**src/rtl/timer_b_defs.svh**
```systemverilog
`ifndef TIMER_B_DEFS_SVH
`define TIMER_B_DEFS_SVH

// Register offsets on the 4-bit byte address.
`define OFS_CONTROL_A 4'h0
`define OFS_MODE_OUTPUT_CONTROL 4'h1
`define OFS_EVENT_INPUT_CONTROL 4'h4
`define OFS_INTERRUPT_ENABLE 4'h5
`define OFS_INTERRUPT_FLAG 4'h6
`define OFS_RUN_STATUS 4'h7
`define OFS_COUNT_LOW 4'hA
`define OFS_COUNT_HIGH 4'hB
`define OFS_COMPARE_LOW 4'hC
`define OFS_COMPARE_HIGH 4'hD

// Field positions.
`define BIT_STANDBY_KEEP_RUNNING 6
`define BIT_RESTART_WITH_COMPANION 4
`define POS_COUNT_CLOCK_SELECT 1
`define BIT_ENABLE 0
`define BIT_OUTPUT_RISE_ON_EVENT 6
`define BIT_OUTPUT_INITIAL_LEVEL 5
`define BIT_OUTPUT_GATE 4
`define POS_COUNTER_MODE 0
`define BIT_FILTER 6
`define BIT_EDGE 4
`define BIT_EVENT_INPUT_ENABLE 0
`define BIT_CC_EVENT_FLAG 0

// Writable bits of each register; the rest read as zero.
`define MASK_CONTROL_A 8'h57
`define MASK_MODE_OUTPUT_CONTROL 8'h77
`define MASK_EVENT_INPUT_CONTROL 8'h51

// Reset values.
`define RST_REG8 8'h00
`define RST_REG16 16'h0000

// Number of equal samples the noise filter needs.
`define FILTER_SAMPLES 4

`endif

```
**src/rtl/timer_b_pkg.sv**
```systemverilog
package timer_b_pkg;

	typedef enum logic [2:0] {
		MODE_PERIODIC = 3'b000,
		MODE_TIMEOUT = 3'b001,
		MODE_CAPTURE = 3'b010,
		MODE_FREQ = 3'b011,
		MODE_PULSE_WIDTH = 3'b100,
		MODE_FREQ_PW = 3'b101,
		MODE_SINGLE_SHOT = 3'b110,
		MODE_PWM8 = 3'b111
	} counter_mode_t;

	typedef enum logic [1:0] {
		CLKSRC_PERIPHERAL = 2'b00,
		CLKSRC_HALF = 2'b01,
		CLKSRC_COMPANION = 2'b10,
		CLKSRC_RESERVED = 2'b11
	} clock_src_t;

	// Phases of the combined frequency and pulse-width measurement.
	typedef enum logic [1:0] {
		FPW_IDLE = 2'b00,
		FPW_HIGH = 2'b01,
		FPW_LOW = 2'b10
	} fpw_phase_t;

	typedef struct packed {
		logic wr;
		logic rd;
		logic [3:0] addr;
		logic [7:0] wdata;
	} bus_req_t;

	typedef struct packed {
		logic [7:0] control_a;
		logic [7:0] mode_output_control;
		logic [7:0] event_input_control;
		logic interrupt_enable;
		logic cc_event_flag;
		logic [15:0] count;
		logic [15:0] compare_value;
		logic run;
		logic shot_out;
		logic pwm_out;
		logic half_phase;
		fpw_phase_t fpw_phase;
		logic [3:0] filter_hist;
		logic event_level;
		logic event_prev;
		logic [7:0] rdata;
		logic irq;
		logic event_strobe;
		logic wave;
	} state_t;

endpackage : timer_b_pkg

```
**src/rtl/timer_b_unit.sv**
```systemverilog
// Functional notes
// - Standby keeps running if bit set, not companion
// - Companion restart restarts our count
// - Clock select: peripheral, half, companion, reserved
// - Enable bit switches timer on
// - Single-shot output rises on start or event
// - Initial level bit sets output level, except single-shot, PWM
// - Output gate zero forces output low
// - Three-bit field selects eight counter modes
// - Filter bit inserts noise filter
// - Timeout mode: edges start and stop counter
// - Capture mode: selected edge captures, flags
// - Frequency mode: capture, clear, restart, flag
// - Pulse-width: one edge clears, other captures
// - Combined mode: clear, capture, stop sequence
// - Events ignored in periodic, PWM; single-shot start
// - Events act only with input enable
// - Interrupt enable lets flag request interrupt
// - Flag cleared by write one, capture read
// - Request held while flag and enable set
// - Filter needs four equal samples
//
// Added by the designer: the strobed register port.
`include "timer_b_defs.svh"
`timescale 1ns/10ps
`default_nettype none

module timer_b_unit (
	input wire logic i_clock,
	input wire logic i_rst,
	input wire logic i_clk_en,
	input wire logic [3:0] i_addr,
	input wire logic [7:0] i_wdata,
	input wire logic i_wr,
	input wire logic i_rd,
	input wire logic i_event,
	input wire logic i_companion_tick,
	input wire logic i_companion_restart,
	input wire logic i_standby,
	output logic [7:0] o_rdata,
	output logic o_irq,
	output logic o_wave,
	output logic o_event_strobe,
	output logic o_running
);

	timer_b_pkg::state_t q;
	timer_b_pkg::state_t d;
	timer_b_pkg::bus_req_t req;
	timer_b_pkg::counter_mode_t mode;
	timer_b_pkg::clock_src_t clk_src;

	// Picks the acting edge: rising when the edge bit is clear, else falling.
	function automatic logic pick_edge(input logic rise, input logic fall,
		input logic edge_sel);
		pick_edge = edge_sel ? fall : rise;
	endfunction : pick_edge

	assign req = '{wr: i_wr, rd: i_rd, addr: i_addr, wdata: i_wdata};
	assign mode = timer_b_pkg::counter_mode_t'(q.mode_output_control[2:0]);
	assign clk_src = timer_b_pkg::clock_src_t'(
		q.control_a[`POS_COUNT_CLOCK_SELECT +: 2]);

	logic enable;
	logic edge_sel;
	logic tick;
	logic rise;
	logic fall;
	logic act_edge;
	logic other_edge;
	logic ev_ok;
	logic capture;
	logic clear_cnt;
	logic set_flag;
	logic clr_flag;
	logic at_top;
	logic cap_read;

	assign enable = q.control_a[`BIT_ENABLE];
	assign edge_sel = q.event_input_control[`BIT_EDGE];
	assign rise = q.event_level & ~q.event_prev;
	assign fall = ~q.event_level & q.event_prev;
	assign ev_ok = enable & q.event_input_control[`BIT_EVENT_INPUT_ENABLE];
	assign act_edge = ev_ok & pick_edge(rise, fall, edge_sel);
	assign other_edge = ev_ok & pick_edge(rise, fall, ~edge_sel);
	assign at_top = (q.count == q.compare_value);
	assign cap_read = req.rd & (req.addr == `OFS_COMPARE_LOW)
		& (mode inside {timer_b_pkg::MODE_CAPTURE, timer_b_pkg::MODE_FREQ,
		timer_b_pkg::MODE_PULSE_WIDTH, timer_b_pkg::MODE_FREQ_PW});

	always_comb begin
		d = q;
		capture = 1'b0;
		clear_cnt = 1'b0;
		set_flag = 1'b0;
		tick = 1'b0;
		d.event_strobe = 1'b0;
		d.rdata = `RST_REG8;

		d.filter_hist = {q.filter_hist[2:0], i_event};
		if (q.event_input_control[`BIT_FILTER]) begin
			if (&d.filter_hist) begin
				d.event_level = 1'b1;
			end else if (~|d.filter_hist) begin
				d.event_level = 1'b0;
			end
		end else begin
			d.event_level = i_event;
		end
		d.event_prev = q.event_level;

		d.half_phase = enable ? ~q.half_phase : 1'b0;
		case (clk_src)
			timer_b_pkg::CLKSRC_PERIPHERAL: tick = 1'b1;
			timer_b_pkg::CLKSRC_HALF: tick = q.half_phase;
			timer_b_pkg::CLKSRC_COMPANION: tick = i_companion_tick;
			default: tick = 1'b0;
		endcase
		if (i_standby && !q.control_a[`BIT_STANDBY_KEEP_RUNNING]
			&& clk_src != timer_b_pkg::CLKSRC_COMPANION) begin
			tick = 1'b0;
		end
		tick = tick & enable;

		case (mode)
			timer_b_pkg::MODE_PERIODIC: begin
				d.run = enable;
			end
			timer_b_pkg::MODE_TIMEOUT: begin
				if (act_edge) begin
					d.run = 1'b1;
				end else if (other_edge) begin
					d.run = 1'b0;
				end
			end
			timer_b_pkg::MODE_CAPTURE: begin
				d.run = enable;
				capture = act_edge;
				set_flag = act_edge;
			end
			timer_b_pkg::MODE_FREQ: begin
				d.run = enable;
				capture = act_edge;
				clear_cnt = act_edge;
				set_flag = act_edge;
			end
			timer_b_pkg::MODE_PULSE_WIDTH: begin
				d.run = enable;
				clear_cnt = act_edge;
				capture = other_edge;
				set_flag = other_edge;
			end
			timer_b_pkg::MODE_FREQ_PW: begin
				case (q.fpw_phase)
					timer_b_pkg::FPW_IDLE: begin
						if (act_edge) begin
							clear_cnt = 1'b1;
							d.run = 1'b1;
							d.fpw_phase = timer_b_pkg::FPW_HIGH;
						end
					end
					timer_b_pkg::FPW_HIGH: begin
						if (other_edge) begin
							capture = 1'b1;
							d.fpw_phase = timer_b_pkg::FPW_LOW;
						end
					end
					timer_b_pkg::FPW_LOW: begin
						if (act_edge) begin
							d.run = 1'b0;
							set_flag = 1'b1;
							d.fpw_phase = timer_b_pkg::FPW_IDLE;
						end
					end
					default: d.fpw_phase = timer_b_pkg::FPW_IDLE;
				endcase
			end
			timer_b_pkg::MODE_SINGLE_SHOT: begin
				if (ev_ok && !q.run && (rise || (edge_sel && fall))) begin
					d.run = 1'b1;
					clear_cnt = 1'b1;
					if (q.mode_output_control[`BIT_OUTPUT_RISE_ON_EVENT]) begin
						d.shot_out = 1'b1;
					end
				end
			end
			timer_b_pkg::MODE_PWM8: begin
				d.run = enable;
			end
			default: d.run = 1'b0;
		endcase

		if (!enable) begin
			d.run = 1'b0;
			d.shot_out = 1'b0;
			d.fpw_phase = timer_b_pkg::FPW_IDLE;
		end
		if (mode != timer_b_pkg::MODE_FREQ_PW) begin
			d.fpw_phase = timer_b_pkg::FPW_IDLE;
		end

		if (capture) begin
			d.compare_value = q.count;
		end

		// Counting uses the state before this cycle's start request.
		if (clear_cnt) begin
			d.count = `RST_REG16;
		end else if (q.run && tick) begin
			case (mode)
				timer_b_pkg::MODE_PERIODIC, timer_b_pkg::MODE_TIMEOUT: begin
					d.count = at_top ? `RST_REG16 : q.count + 16'h0001;
					set_flag = at_top;
				end
				timer_b_pkg::MODE_SINGLE_SHOT: begin
					if (!q.mode_output_control[`BIT_OUTPUT_RISE_ON_EVENT]) begin
						d.shot_out = 1'b1;
					end
					if (at_top) begin
						d.count = `RST_REG16;
						d.run = 1'b0;
						d.shot_out = 1'b0;
						set_flag = 1'b1;
					end else begin
						d.count = q.count + 16'h0001;
					end
				end
				timer_b_pkg::MODE_PWM8: begin
					if (q.count[7:0] == q.compare_value[7:0]) begin
						d.count = `RST_REG16;
						set_flag = 1'b1;
					end else begin
						d.count = {8'h00, q.count[7:0] + 8'h01};
					end
				end
				default: d.count = q.count + 16'h0001;
			endcase
		end

		if (q.control_a[`BIT_RESTART_WITH_COMPANION] && i_companion_restart
			&& enable) begin
			d.count = `RST_REG16;
		end

		// High while the low compare byte is nonzero and the count is below the high-time byte.
		d.pwm_out = (q.compare_value[7:0] != 8'h00)
			&& (d.count[7:0] < q.compare_value[15:8]);

		// Software writes take priority over internal count updates.
		clr_flag = cap_read;
		if (req.wr) begin
			case (req.addr)
				`OFS_CONTROL_A: d.control_a = req.wdata & `MASK_CONTROL_A;
				`OFS_MODE_OUTPUT_CONTROL:
					d.mode_output_control = req.wdata & `MASK_MODE_OUTPUT_CONTROL;
				`OFS_EVENT_INPUT_CONTROL:
					d.event_input_control = req.wdata & `MASK_EVENT_INPUT_CONTROL;
				`OFS_INTERRUPT_ENABLE: d.interrupt_enable = req.wdata[0];
				`OFS_INTERRUPT_FLAG: clr_flag = clr_flag | req.wdata[0];
				`OFS_COUNT_LOW: d.count[7:0] = req.wdata;
				`OFS_COUNT_HIGH: d.count[15:8] = req.wdata;
				`OFS_COMPARE_LOW: d.compare_value[7:0] = req.wdata;
				`OFS_COMPARE_HIGH: d.compare_value[15:8] = req.wdata;
				default: ;
			endcase
		end

		// clear, but a same-cycle set wins
		d.cc_event_flag = (q.cc_event_flag & ~clr_flag) | set_flag;
		d.event_strobe = set_flag;
		d.irq = d.cc_event_flag & d.interrupt_enable;

		if (!d.mode_output_control[`BIT_OUTPUT_GATE]) begin
			d.wave = 1'b0;
		end else if (mode == timer_b_pkg::MODE_SINGLE_SHOT) begin
			d.wave = d.shot_out;
		end else if (mode == timer_b_pkg::MODE_PWM8) begin
			d.wave = d.pwm_out;
		end else begin
			d.wave = d.mode_output_control[`BIT_OUTPUT_INITIAL_LEVEL];
		end

		if (req.rd) begin
			case (req.addr)
				`OFS_CONTROL_A: d.rdata = q.control_a;
				`OFS_MODE_OUTPUT_CONTROL: d.rdata = q.mode_output_control;
				`OFS_EVENT_INPUT_CONTROL: d.rdata = q.event_input_control;
				`OFS_INTERRUPT_ENABLE: d.rdata = {7'h00, q.interrupt_enable};
				`OFS_INTERRUPT_FLAG: d.rdata = {7'h00, q.cc_event_flag};
				`OFS_RUN_STATUS: d.rdata = {7'h00, q.run};
				`OFS_COUNT_LOW: d.rdata = q.count[7:0];
				`OFS_COUNT_HIGH: d.rdata = q.count[15:8];
				`OFS_COMPARE_LOW: d.rdata = q.compare_value[7:0];
				`OFS_COMPARE_HIGH: d.rdata = q.compare_value[15:8];
				default: d.rdata = `RST_REG8;
			endcase
		end
	end

	always_ff @(posedge i_clock) begin
		if (i_rst) begin
			q <= '0;
		end else if (i_clk_en) begin
			q <= d;
		end
	end

	assign o_rdata = q.rdata;
	assign o_irq = q.irq;
	assign o_wave = q.wave;
	assign o_event_strobe = q.event_strobe;
	assign o_running = q.run;
endmodule : timer_b_unit

`default_nettype wire

```
**config.mk**
```make
export PLATFORM = sky130hd
export DESIGN_NAME = timer_b_unit
export DESIGN_NICKNAME = d
export VERILOG_FILES = /design/src/rtl/timer_b_pkg.sv /design/src/rtl/timer_b_unit.sv
export VERILOG_INCLUDE_DIRS = /design/src /design/src/rtl
export SDC_FILE = /design/constraint.sdc
export NUM_CORES = 1
export LEC_CHECK = 0
export ABC_CLOCK_PERIOD_IN_PS = 2800
export BUFFER_PORTS_ARGS = -buffer_cell sky130_fd_sc_hd__buf_2
export CORE_ASPECT_RATIO = 1.5
export CORE_UTILIZATION = 35
export DETAILED_ROUTE_END_ITERATION = 10
export GPL_TIMING_DRIVEN = 0
export HOLD_SLACK_MARGIN = 0.1
export PLACE_DENSITY = 0.51
export RECOVER_POWER = 50
export SETUP_SLACK_MARGIN = 0.4
export SYNTH_ARGS = -nofsm -noshare
export SYNTH_HDL_FRONTEND = slang
export SYNTH_SLANG_ARGS = --single-unit
export TNS_END_PERCENT = 50
```
**constraint.sdc**
```tcl
create_clock -name i_clock -period 2.8 [get_ports i_clock]
set_input_delay 0 -clock i_clock [delete_from_list [all_inputs] [get_ports i_clock]]
set_output_delay 0 -clock i_clock [all_outputs]
set_load 0.005 [all_outputs]
```
==> impl_results.md <==
* Worst vdd ir at 0.2457 mV
* Post-route clock period utilization at 106.5%
* Die extent in y at 143.2 um
* GR met2 Demand/Resource at 49.01%
* Pin count of the biggest net entering global routing at 13
* Setup TNS after final layout at -183.0 ps
* Count of antenna-violating nets left after detailed routing at 0
* Type of destination of the critical path: flop
* Boundary pin count at 33
* Die outline area at 13770 um2
* Final layout net count at 710
* CTS tree: done
* Initial antenna violation count at 0
* Placement Rows at 51
* Slew Limit Fails at 0
* Post-synthesis cell area at 4652 um2
* Actual transition at the worst max-transition pin at 1051 ps
* Count of TritonRoute iterations in the first routing pass at 5
* Placed cell area at 5022 um2
* Endpoint arrival time on the critical path at 3250 ps
* Crit path time final at 2983 ps
* Number of enable flip-flop cells after synthesis at 0
* Remaining global-route overflow at 0
* Grt peak-use layer: met2
* Synthesized netlist cell count at 611
* Final Cell Area at 5877 um2
* Detailed-route DRC error count at 0
* Highest attainable clock frequency at 0.3352 GHz
* Setup repair after global routing missed its margin: true
* Port bufs at 31
* Number of sinks driven by the clock tree at 69
* Normalized max-slew margin at 29.50%
* Wire length of the first global-routing pass at 28.26 mm
* Violated checks: setup timing
* Worst skew pair latency at 340 ps
* Average wire length per cell after detail routing at 22.35 um
* Vias per std cell at 5.940
* Count of unique library cells instantiated by Yosys at 71
* Most common cell after layout, fill and taps aside: nand2_1
* Post-synthesis to final-layout area growth at 26.33%
* Setup slack of the critical path after layout at -183.0 ps
* Drt first-iter violations at 423
* Met1 usage at 33.56%
* Total of max-cap violations at 0
* Count of endpoints failing setup in the final report at 1
* Horiz. Die Dim at 96.13 um
* Register area share after synthesis at 29.69%
* Reg clk slew, reported paths at 60 ps
* Biggest fanout along the worst timing path at 7
* Leading register cell type out of synthesis: dfxtp_1
* Fin. Hold Viols at 0
* Final HPWL from detailed placement at 13.86 mm
* Total power per unit cell area at 451.8 nW/um2
* Via count of the first global-routing pass at 4731
* Mean post-synth cell area at 7.614 um2
* H-tree depth at 3
* Total of flip-flops plus latches after synthesis at 69
* Worst hold path type: in2reg
* Share of flip-flops with an asynchronous set or reset at 0%
* Startpoint Class: flop
* Most frequent cells in the layout: 58 x nand2_1, 54 x o21ai_0, 53 x dfxtp_1
* Max Root-Sink Buffers at 2
* Share of final-layout standard cells stronger than drive strength 1 at 22.45%
* Initial core utilization at 35.91%
* Run status: finished, violations left
* Leak Pwr at 2.127 nW
* Antenna Diode Count at 0
* Core footprint at 12950 um2
* Clock Tree Root: clkbuf_16
* Overall Global Routing Usage at 28.52%
* Total detailed-routing wirelength at 18.88 mm
* Met3 usage in global routing at 4.047%
* Weighted congestion reported at the end of routability-driven placement at 0.9445
* Routed via count at 5019
* Net count after synthesis at 640
* Clock buffers created by TritonCTS at 9
* Yosys synthesis warning count at 0
* WS Path Type: reg2reg
* Post-route clock skew at 7.014 ps
* Required time at the endpoint of the critical path at 3070 ps
flip-flops by register name, indices dropped and copies added (netlist names), 2 cells and up:
| signal | count |
|---|---|
| clk_src | 2 |
| o_rdata | 8 |
| d | 4 |
| q | 46 |
| mode | 3 |
routing by layer:
layer | up-vias | part of all wire [%]
met5 | - | 0
met4 | 0 | 5.5
met3 | 62 | 5.0
met2 | 200 | 51
met1 | 2392 | 39
li1 | 2365 | -
synthesized netlist by cell type, types with 12 or more instances:
cell	number	area, um2
nor2_1	59	221.5
dfxtp_1	69	1381
clkbuf_1	23	86.33
buf_2	13	65.06
nand2_1	59	221.5
or3_1	19	118.9
inv_1	17	63.81
o21ai_0	56	280.3
a21oi_1	46	230.2
nand3_1	22	110.1
xnor2_1	12	105.1
mux2i_1	26	260.3
path summary, 6_finish.rpt:
path,from,end,slack [ps],depth (start not counted)
worst min register to register,o_rdata[1]$_SDFFE_PP0P_,o_rdata[1]$_SDFFE_PP0P_,470,2
worst max register to register,q[48]$_SDFFE_PP0P_,o_wave$_SDFFE_PP0P_,-180,14
worst max-delay path,q[48]$_SDFFE_PP0P_,o_wave$_SDFFE_PP0P_,-180,14
worst min-delay path,i_clk_en,o_wave$_SDFFE_PP0P_,190,4
logic make-up after synthesis:
| group | count (synthesis) | share of synthesized area [%] |
|---|---|---|
| AO/OA/AOI/OAI | 177 | 24.34 |
| XOR/XNOR | 23 | 4.330 |
| adder cells (fa/ha/maj) | 8 | 2.152 |
| buffers and inverters | 72 | 7.128 |
| flip-flops | 69 | 29.69 |
| multiplexers | 28 | 6.079 |
| AND/OR/NAND/NOR | 234 | 26.28 |
metrics by stage:
stage | setup WS, ps | total power, mW | std cells | hold WS (ps) | utilization, %
finish | -183.0 | 2.655 | 845 | 193.1 | 45.37
global route | -309.8 | 2.730 | 845 | 221.1 | 45.37
detailed placement | -469.7 | 1.346 | 801 | 266.9 | 38.77
global placement | -475.0 | 1.344 | 801 | 260.6 | 38.77
CTS | -108.1 | 2.635 | 838 | 179.8 | 43.57
floorplan | 133.9 | 1.224 | 611 | 108.6 | -
where the power goes:
part           internal [mW]  switching [mW]
logic                  0.129           0.222
clock network          0.803           0.476
registers               1.00          0.0248
total                   1.93           0.722
timing repair:
| item | in CTS | in global routing |
|---|---|---|
| endpoints found under the hold margin | 14 | 0 |
| buffers inserted | 12 | 7 |
| hold buffers | 8 | 0 |
| gates cloned | 1 | 0 |
| gates resized for setup | 31 | 48 |
| pin swaps | 13 | 24 |
| endpoints found under the setup margin | 25 | 29 |
layout make-up:
class                      instances  area (um2)
clock inverter                     6       86.33
buffer                            53       294.0
inverter                          19       71.32
sequential                        69        1404
clock buffer                      10       239.0
multi-input combinational        470        3204
tap                              159       198.9
fill                            1357        7077
timing repair buffer              59       379.1
critical path, stage by stage (launching register included):
cell and delay (ps):
dfxtp_2 430, xor2_2 160, nor4_2 60, buf_4 140, and4bb_4 200, a32o_2 240
or2_1 240, buf_6 140, buf_8 130, nor2_4 110, ha_4 210, a2111oi_2 340
o311a_1 270, o41ai_4 110, a21oi_1 130
Note: power is estimated with default switching activity, not from simulation.
